===== src/spsm_pkg.sv =====
// Shared constants and carrier types for the storage power state manager.
// Assumes a single 250 MHz clock domain; no register bus reaches this block.
package spsm_pkg;

  // ==========================================================================
  // Clock and channel geometry
  // ==========================================================================
  localparam int unsigned CLK_MHZ    = 250;
  localparam int unsigned NDEV       = 2;

  // ==========================================================================
  // Timing
  // ==========================================================================
  // Recommended ceiling on a D1 to D0 return, and its cycle count (exact product, no rounding)
  localparam int unsigned RESUME_MAX_MS  = 5000;
  localparam int unsigned RESUME_MAX_CYC = RESUME_MAX_MS * CLK_MHZ * 1000;
  // Shared channel reset pulse on a wake out of D3 (least time, round up)
  localparam int unsigned CHAN_RST_NS    = 2000;
  localparam int unsigned CHAN_RST_CYC   = (CHAN_RST_NS * CLK_MHZ + 999) / 1000;
  // Plain defaults for the idle timeouts; the real values are a system choice
  localparam int unsigned STANDBY_IDLE_MS = 1000;
  localparam int unsigned SLEEP_IDLE_MS   = 4000;
  localparam int unsigned STANDBY_IDLE_CYC = STANDBY_IDLE_MS * CLK_MHZ * 1000;
  localparam int unsigned SLEEP_IDLE_CYC   = SLEEP_IDLE_MS * CLK_MHZ * 1000;

  // ==========================================================================
  // Power state field codes
  // ==========================================================================
  localparam logic [1:0] PCODE_D0 = 2'h0;
  localparam logic [1:0] PCODE_D1 = 2'h1;
  localparam logic [1:0] PCODE_D2 = 2'h2;
  localparam logic [1:0] PCODE_D3 = 2'h3;

  // ==========================================================================
  // States and carriers
  // ==========================================================================
  typedef enum logic [1:0] {SPSM_D0, SPSM_D1, SPSM_D3} spsm_dev_t;
  typedef enum logic [1:0] {SPSM_CH_D0, SPSM_CH_RST, SPSM_CH_D3} spsm_chan_t;

  typedef struct packed {
    logic floppy;
    logic d1_cap;
    logic fast_cap;
    logic removable;
  } spsm_cfg_t;

  typedef struct packed {
    logic       ctrl_on;
    logic       timing_valid;
    logic       spin_on;
    logic       fast_start;
    logic       laser_en;
    logic       resuming;
    logic       resume_late;
    logic       wake;
    logic [1:0] pstate;
  } spsm_dev_out_t;

  typedef struct packed {
    logic       on;
    logic       timing_valid;
    logic       bus_power;
    logic       reset;
    logic [1:0] pstate;
  } spsm_chan_out_t;

endpackage


===== src/spsm_idle_timer.sv =====
// Idle timer for one drive: counts cycles since its last high-priority I/O or the end of a channel reset.
// Assumes i_clear is a same-clock pulse; both thresholds are nonzero.
`timescale 1ns/1ps
module spsm_idle_timer #(
  parameter int unsigned STANDBY_CYC = spsm_pkg::STANDBY_IDLE_CYC,
  parameter int unsigned SLEEP_CYC   = spsm_pkg::SLEEP_IDLE_CYC
) (
  input  wire logic i_clk,
  input  wire logic i_rst_b,
  input  wire logic i_clear,
  output logic      o_standby_hit,
  output logic      o_sleep_hit
);
  import spsm_pkg::*;

  // ==========================================================================
  // State
  // ==========================================================================
  // Sleep limit never below the standby limit
  localparam logic [31:0] STBY_LIM  = 32'(STANDBY_CYC);
  localparam logic [31:0] SLEEP_LIM = (SLEEP_CYC < STANDBY_CYC) ? 32'(STANDBY_CYC) : 32'(SLEEP_CYC);

  typedef struct packed {
    logic [31:0] cnt;
    logic        stby;
    logic        slp;
  } spsm_tmr_t;

  spsm_tmr_t s;
  spsm_tmr_t next_s;

  always_comb begin
    next_s = s;
    if (i_clear) begin
      next_s = '0;
    end else if (s.cnt != SLEEP_LIM) begin
      // Saturates, so a long idle spell never wraps back to busy
      next_s.cnt = s.cnt + 32'h1;
    end
    next_s.stby = !i_clear && (next_s.cnt >= STBY_LIM);
    next_s.slp  = !i_clear && (next_s.cnt >= SLEEP_LIM);
  end

  always_ff @(posedge i_clk or negedge i_rst_b) begin
    if (!i_rst_b) begin
      s <= '0;
    end else begin
      s <= next_s;
    end
  end

  assign o_standby_hit = s.stby;
  assign o_sleep_hit   = s.slp;

endmodule


===== src/spsm_top.sv =====
// Power state manager for one storage channel: the drives on it and its adapter.
// Assumes same-clock request pulses from the host side; media sense is a raw pin.
//
// Contract
// - In D0 the drive interface and control logic work with timing context programmed.
// - D1 keeps interface timing context and working controller logic.
// - In D1 the spindle stops, fast-start enabled if offered, laser off.
// - Return from D1 to D0 should take under five seconds; recommendation only.
// - In D3 controller is off, all context lost, spindle stopped, laser off.
// - No D2 anywhere; floppy and channel adapter have no D1 either.
// - A floppy in D0 keeps controller working and spindle turning.
// - Adapter in D0 works, timing programmed, powers the bus and all drives.
// - Adapter in D3 is off, loses timing, may cut bus power.
// - A drive in D3 returns to D0 on high-priority I/O.
// - D1-capable drive in D0 enters D1 after standby idle timeout.
// - Drive enters D3 on system sleep or sleep idle timeout, not below standby.
// - A drive in D1 returns to D0 on high-priority I/O.
// - Leaving D3 needs a channel reset, so both drives enter D3 together.
// - Adapter leaves D3 when any drive needs a state other than D3.
// - Adapter leaves D0 for D3 only when every drive is in D3.
// - Removable drives may signal wake on media insertion; no other wake.
// - Disk, CD and removable drives support D0 and D3, D1 optional.
`timescale 1ns/1ps
module spsm_top #(
  parameter int unsigned NDEV         = spsm_pkg::NDEV,
  parameter int unsigned STANDBY_CYC  = spsm_pkg::STANDBY_IDLE_CYC,
  parameter int unsigned SLEEP_CYC    = spsm_pkg::SLEEP_IDLE_CYC,
  parameter int unsigned RESUME_CYC   = spsm_pkg::RESUME_MAX_CYC,
  parameter int unsigned CHAN_RST_CYC = spsm_pkg::CHAN_RST_CYC
) (
  input  wire logic                      i_clk,
  input  wire logic                      i_rst_b,
  input  wire spsm_pkg::spsm_cfg_t       i_cfg          [NDEV],
  input  wire logic [NDEV-1:0]           i_hp_io,
  input  wire logic                      i_sys_sleep,
  input  wire logic [NDEV-1:0]           i_timing_load,
  input  wire logic                      i_chan_timing_load,
  input  wire logic [NDEV-1:0]           i_spin_ready,
  input  wire logic [NDEV-1:0]           i_media_ins,
  output spsm_pkg::spsm_dev_out_t        o_dev          [NDEV],
  output spsm_pkg::spsm_chan_out_t       o_chan
);
  import spsm_pkg::*;

  // ==========================================================================
  // Constants
  // ==========================================================================
  localparam logic [31:0] RES_LAST = 32'(RESUME_CYC - 1);
  localparam logic [15:0] RST_LAST = 16'(CHAN_RST_CYC - 1);

  // ==========================================================================
  // State
  // ==========================================================================
  typedef struct packed {
    spsm_dev_t  [NDEV-1:0]       dev;
    logic       [NDEV-1:0]       tvalid;
    logic       [NDEV-1:0]       resuming;
    logic       [NDEV-1:0]       late;
    logic       [NDEV-1:0][31:0] res_cnt;
    logic       [NDEV-1:0][2:0]  ins_sync;
    logic       [NDEV-1:0]       ins_level;
    logic       [NDEV-1:0]       wake;
    spsm_chan_t                  chan;
    logic                        ctvalid;
    logic                        pend;
    logic       [15:0]           rst_cnt;
  } spsm_state_t;

  spsm_state_t s;
  spsm_state_t next_s;

  logic [NDEV-1:0] t1_hit;
  logic [NDEV-1:0] t2_hit;
  logic [NDEV-1:0] tmr_clr;
  logic [NDEV-1:0] dev_d3;
  logic [NDEV-1:0] d1_ok;
  logic            all_d3;
  logic            go_d3;
  logic            rst_done;
  logic            wake_req;

  // ==========================================================================
  // Idle timers, one per drive
  // ==========================================================================
  for (genvar g = 0; g < NDEV; g++) begin : g_tmr
    spsm_idle_timer #(
      .STANDBY_CYC (STANDBY_CYC),
      .SLEEP_CYC   (SLEEP_CYC)
    ) u_tmr (
      .i_clk         (i_clk),
      .i_rst_b       (i_rst_b),
      .i_clear       (tmr_clr[g]),
      .o_standby_hit (t1_hit[g]),
      .o_sleep_hit   (t2_hit[g])
    );

    assign dev_d3[g]  = (s.dev[g] == SPSM_D3);
    // Floppies never use D1; other drives only when they offer it
    assign d1_ok[g]   = i_cfg[g].d1_cap && !i_cfg[g].floppy;
    assign tmr_clr[g] = i_hp_io[g] || rst_done;
  end

  // ==========================================================================
  // Channel-wide decisions
  // ==========================================================================
  assign all_d3   = &dev_d3;
  assign rst_done = (s.chan == SPSM_CH_RST) && (s.rst_cnt == RST_LAST);
  // Whole channel sleeps at once, since only a shared reset brings it back
  assign go_d3    = (s.chan == SPSM_CH_D0) && !all_d3 &&
                    (i_sys_sleep || ((&t2_hit) && !(|i_hp_io)));
  // I/O that finds the channel asleep or falling asleep is held until served
  assign wake_req = (|i_hp_io) && (go_d3 || all_d3 || (s.chan == SPSM_CH_D3));

  // ==========================================================================
  // Next state
  // ==========================================================================
  always_comb begin
    next_s = s;

    // ------------------------------------------------------------------------
    // Per-drive power state
    // ------------------------------------------------------------------------
    for (int d = 0; d < NDEV; d++) begin
      unique case (s.dev[d])
        SPSM_D0: begin
          if (go_d3) begin
            next_s.dev[d] = SPSM_D3;
          end else if (t1_hit[d] && d1_ok[d] && !i_hp_io[d]) begin
            next_s.dev[d] = SPSM_D1;
          end
        end
        SPSM_D1: begin
          if (go_d3) begin
            next_s.dev[d] = SPSM_D3;
          end else if (i_hp_io[d]) begin
            next_s.dev[d]      = SPSM_D0;
            next_s.resuming[d] = 1'b1;
            next_s.late[d]     = 1'b0;
            next_s.res_cnt[d]  = '0;
          end
        end
        SPSM_D3: begin
          // Only the end of the shared reset brings a drive back
          if (rst_done) begin
            next_s.dev[d] = SPSM_D0;
          end
        end
        default: begin
          next_s.dev[d] = SPSM_D0;
        end
      endcase

      // Spin-up watch after D1; a slow drive is flagged, never blocked
      if (s.resuming[d]) begin
        if (i_spin_ready[d] || (next_s.dev[d] != SPSM_D0)) begin
          next_s.resuming[d] = 1'b0;
        end else if (s.res_cnt[d] == RES_LAST) begin
          next_s.resuming[d] = 1'b0;
          next_s.late[d]     = 1'b1;
        end else begin
          next_s.res_cnt[d] = s.res_cnt[d] + 32'h1;
        end
      end

      // Interface timing context: loaded while awake, kept in D1, lost in D3
      if (i_timing_load[d] && (s.chan == SPSM_CH_D0) && (s.dev[d] == SPSM_D0)) begin
        next_s.tvalid[d] = 1'b1;
      end
      if (next_s.dev[d] == SPSM_D3 || rst_done) begin
        next_s.tvalid[d] = 1'b0;
      end

      // Media sense: three flops, a change counts once the last two agree
      next_s.ins_sync[d] = {s.ins_sync[d][1:0], i_media_ins[d]};
      next_s.wake[d]     = 1'b0;
      if (s.ins_sync[d][1] == s.ins_sync[d][2]) begin
        next_s.ins_level[d] = s.ins_sync[d][2];
        next_s.wake[d]      = s.ins_sync[d][2] && !s.ins_level[d] &&
                              i_cfg[d].removable && (s.dev[d] != SPSM_D0);
      end
    end

    // ------------------------------------------------------------------------
    // Channel adapter
    // ------------------------------------------------------------------------
    unique case (s.chan)
      SPSM_CH_D0: begin
        if (i_chan_timing_load) begin
          next_s.ctvalid = 1'b1;
        end
        if (all_d3) begin
          next_s.chan    = SPSM_CH_D3;
          next_s.ctvalid = 1'b0;
        end
      end
      SPSM_CH_D3: begin
        next_s.ctvalid = 1'b0;
        if (s.pend && !i_sys_sleep) begin
          next_s.chan    = SPSM_CH_RST;
          next_s.rst_cnt = '0;
        end
      end
      SPSM_CH_RST: begin
        if (rst_done) begin
          next_s.chan = SPSM_CH_D0;
        end else begin
          next_s.rst_cnt = s.rst_cnt + 16'h1;
        end
      end
      default: begin
        next_s.chan = SPSM_CH_D0;
      end
    endcase

    // Pending wake: a fresh request wins over the clear in the same cycle
    if (s.chan == SPSM_CH_D3 && next_s.chan == SPSM_CH_RST) begin
      next_s.pend = 1'b0;
    end
    if (wake_req) begin
      next_s.pend = 1'b1;
    end
  end

  always_ff @(posedge i_clk or negedge i_rst_b) begin
    if (!i_rst_b) begin
      s <= '0;
    end else begin
      s <= next_s;
    end
  end

  // ==========================================================================
  // Outputs
  // ==========================================================================
  for (genvar g = 0; g < NDEV; g++) begin : g_out
    always_comb begin
      o_dev[g].ctrl_on      = (s.dev[g] != SPSM_D3) && (s.chan == SPSM_CH_D0);
      o_dev[g].timing_valid = s.tvalid[g];
      o_dev[g].spin_on      = (s.dev[g] == SPSM_D0);
      o_dev[g].fast_start   = (s.dev[g] == SPSM_D1) && i_cfg[g].fast_cap;
      o_dev[g].laser_en     = (s.dev[g] == SPSM_D0) && !i_cfg[g].floppy;
      o_dev[g].resuming     = s.resuming[g];
      o_dev[g].resume_late  = s.late[g];
      o_dev[g].wake         = s.wake[g];
      unique case (s.dev[g])
        SPSM_D1: o_dev[g].pstate = PCODE_D1;
        SPSM_D3: o_dev[g].pstate = PCODE_D3;
        default: o_dev[g].pstate = PCODE_D0;
      endcase
    end
  end

  always_comb begin
    o_chan.on           = (s.chan == SPSM_CH_D0);
    o_chan.timing_valid = s.ctvalid;
    // Bus power is cut only while asleep; the reset pulse runs powered
    o_chan.bus_power    = (s.chan != SPSM_CH_D3);
    o_chan.reset        = (s.chan == SPSM_CH_RST);
    o_chan.pstate       = (s.chan == SPSM_CH_D3) ? PCODE_D3 : PCODE_D0;
  end

endmodule


===== config.mk =====
export PLATFORM = sky130hd
export DESIGN_NAME = spsm_top
export DESIGN_NICKNAME = d
export VERILOG_FILES = /design/src/spsm_pkg.sv /design/src/spsm_idle_timer.sv /design/src/spsm_top.sv
export SDC_FILE = /design/constraint.sdc
export NUM_CORES = 1
export LEC_CHECK = 0
export BUFFER_PORTS_ARGS = -buffer_cell sky130_fd_sc_hd__buf_2
export CAP_MARGIN = 15
export CORE_UTILIZATION = 40
export DETAILED_ROUTE_END_ITERATION = 8
export PLACE_DENSITY = 0.64
export SLEW_MARGIN = 30
export SYNTH_ARGS = -nofsm -noshare
export SYNTH_HDL_FRONTEND = slang
export SYNTH_SLANG_ARGS = --single-unit
export TNS_END_PERCENT = 100

===== constraint.sdc =====
create_clock -name i_clk -period 5.6 [get_ports i_clk]
set_input_delay 0.28 -clock i_clk [delete_from_list [all_inputs] [get_ports i_clk]]
set_output_delay 0.28 -clock i_clk [all_outputs]
set_load 0.02 [all_outputs]

==> flow_metrics.env <==
export IMPL_nNetsFinal=1149
export IMPL_path_max_fanout=60
export IMPL_max_slew_margin_rel_pct=32.86
export IMPL_synth_edff_count=0
export IMPL_grt_max_degree=114
export IMPL_path_buf_inv=1
export IMPL_cts_tree="yes"
export IMPL_drv_cap=0
export IMPL_rows=57
export IMPL_ys_seq_elements=172
export IMPL_portBuffers=45
export IMPL_crit_type="flop to flop"
export IMPL_grt_first_pass_wirelength_mm=38.54
export IMPL_ys_flop_type="dfrtp_1"
export IMPL_cts_sinks=172
export IMPL_status="finished with violations"
export IMPL_dieWidth_um=159.0
export IMPL_synthTopCellsByArea="dfrtp_1 (44%), nor2_1 (4.4%), nand3_1 (3.7%)"
export IMPL_layoutNonFillerInstCount=1448
export IMPL_overflow=0
export IMPL_postSynthAreaPerCell_um2=9.048
export IMPL_htree_levels=4
export IMPL_cp_arrival_ps=4280
export IMPL_post_synth_top_area_fraction_pct=43.68
export IMPL_die_h_um=159.0
export IMPL_cp_top_family="simple AND/OR/NAND/NOR gates"
export IMPL_path_cells="ha_1 -> or4b_1 -> o41a_1 -> o31ai_1 -> a21oi_1 -> or4b_2 -> buf_4 -> and2_2 -> o21ai_1 -> a21bo_1"
export IMPL_yosysTopAreaCell="dfrtp_1"
export IMPL_wl_mm=22.39
export IMPL_setup_ws_ps=1642
export IMPL_wl_per_cell_um=15.46
export IMPL_die_area_um2=25270
export IMPL_dr_first_iter_drc_count=553
export IMPL_setup_tns_ps=0
export IMPL_viasPerCell=5.606
export IMPL_leakagePower_nw=4.578
export IMPL_dp_cells=1410
export IMPL_clkSlewWorstSetupHoldPaths_ps=70
export IMPL_synthCells=1089
export IMPL_hpwl_mm=15.48
export IMPL_firstDrtPassIters=9
export IMPL_grt_pass1_vias=7736
export IMPL_cts_path_max_buffers=2
export IMPL_setup_viol=0
export IMPL_yosysSeqAreaShare_pct=43.68
export IMPL_fin_hold_ws_ps=206.8
export IMPL_clk_latency_ps=430
export IMPL_numCtsBuffers=17
export IMPL_area_delta_synth_final_pct=11.45
export IMPL_rsz0062_at_grt="false"
export IMPL_synth_warnings=0
export IMPL_antenna_found_initial=1
export IMPL_critPathSlowestCell="or4b_2"
export IMPL_synthArstFlopShare_pct=100.0
export IMPL_hold_viol_final=0
export IMPL_min_path_type="input port to flop"
export IMPL_drc_errors=1
export IMPL_setup_worst_path_end_class="flop"
export IMPL_drive_gt1_share_pct=8.994
export IMPL_cpPeakStageDelay_ps=650
export IMPL_cts_setup_buffers=0
export IMPL_ios=46
export IMPL_ir_drop_v=0.0002131
export IMPL_final_period_utilization_pct=70.68
export IMPL_dpl_worst_slack_ps=1478
export IMPL_worst_pin_slew_ps=997.9
export IMPL_gp_congestion=0.8519
export IMPL_start_util_pct=40.63
export IMPL_mappedNetlistArea_um2=9853
export IMPL_crit_path_start_kind="flop"
export IMPL_cp_required_ps=5920
export IMPL_core_um2=24250
export IMPL_powerDensity_nw_per_um2=279.9
export IMPL_finalCriticalPeriod_ps=3958
export IMPL_syn_num_nets=1128
export IMPL_root_buffer="clkbuf_16"
export IMPL_violations="design-rule violations"
export IMPL_grt_use_total_pct=18.39
export IMPL_ys_types=74
export IMPL_fillCellCount=2293
export IMPL_vias=8117
export IMPL_fin_worst_skew_ps=9.136
export IMPL_clock_fmax_mhz=252.6
export IMPL_drt_antenna_violating_nets=0
export IMPL_maxSlewViolCount=0
## cell usage after synthesis (22+ instances only)
cell type	number
a21oi_1	30
and3_1	25
clkbuf_1	32
dfrtp_1	172
inv_1	30
nand2_1	68
nand3_1	73
nand4_1	32
nor2_1	115
nor2b_1	27
nor3_1	22
nor4_1	24
o21ai_0	60
o21ai_1	26
o31ai_1	35
xnor2_1	37
xor2_1	41
## area by class of cell
type / instances / area, um2 / area share, %
clock inverter: 11 / 133.9 / 1.219
sequential: 172 / 4304 / 39.19
timing repair buffer: 58 / 360.3 / 3.281
clock buffer: 21 / 470.5 / 4.284
tap: 324 / 405.4 / 3.691
antenna: 1 / 2.502 / 0.02279
inverter: 30 / 112.6 / 1.025
multi-input combinational: 831 / 5192 / 47.28
## metal layers
layer / global-route usage, % / vias to the layer above / wire length (um) / share of wire (%)
met1: 26.41 / 3931 / 11150 / 50
met4: 7.212 / 0 / 451 / 2.0
met2: 27.65 / 160 / 10010 / 45
li1: - / 3998 / - / -
met3: 3.074 / 28 / 779 / 3.5
met5: 0 / - / 0 / 0
## worst min-delay path: stages
cell and delay, ps:
buf_2 150, o32ai_1 100, nand2_1 70
## flip-flops by register name, summed over array words and instances, names as in the netlist
signal                     cells
g_tmr.u_tmr.o_sleep_hit        2
g_tmr.u_tmr.o_standby_hit      2
g_tmr.u_tmr.s                 64
next_s                         4
o_chan                         1
o_dev                          8
s                             91
## final timing paths
path	cells after the start	start	slack (ps)	endpoint
setup / recovery	10	s[0]	1640	s[54]
hold / removal	3	i_hp_io[1]	210	s[16]
setup reg to reg	10	s[0]	1640	s[54]
hold reg to reg	0	next_s[25]	350	next_s[26]
max in group asynchronous	4	i_rst_b	3780	s[103]
min in group asynchronous	2	i_rst_b	300	s[49]
## cells in the final DEF, fill, tap and decap left out, drive strengths merged, types with 25 or more instances in the layout
cell	Yosys	layout
buf	24	55
a21oi	30	30
nand4	33	33
nand3	73	73
o31ai	36	36
nor4	25	25
xor2	41	41
xnor2	37	37
dfrtp	172	172
inv	30	33
nor2	115	115
and3	25	25
nand2	68	68
o21ai	86	86
nor2b	27	27
## what timing repair did
action                     in CTS  in global routing
gates resized for setup         0                  0
setup endpoints to repair       0                  0
hold endpoints to repair      112                  0
hold buffers                    3                  0
## metrics by stage
step	cell area [um2]	power, mW	utilization, %
floorplan	9853	1.717	-
global placement	10300	1.879	42.47
detailed placement	10300	1.888	42.48
CTS	10940	3.109	45.10
global route	10980	3.217	45.29
finish	10980	3.074	45.29
## power breakdown
part           switching (mW)  leakage (nW)  internal, mW
clock network           0.509         0.283         0.699
logic                   0.358          1.93         0.178
registers              0.0410          2.36          1.29
## cell families (layout without fill, tap and decap cells)
group,Yosys count,after routing,share of synthesized area [%]
DFF,172,172,43.68
adders and majority gates,21,21,2.616
buffers and inverters,86,120,3.822
and+or+nand+nor,503,503,27.87
xor gates and xnor gates,78,78,6.933
muxes,6,6,0.6222
AOI/OAI and AO/OA,223,223,14.45
other,0,1,0
Note: power is estimated with default switching activity, not from simulation.
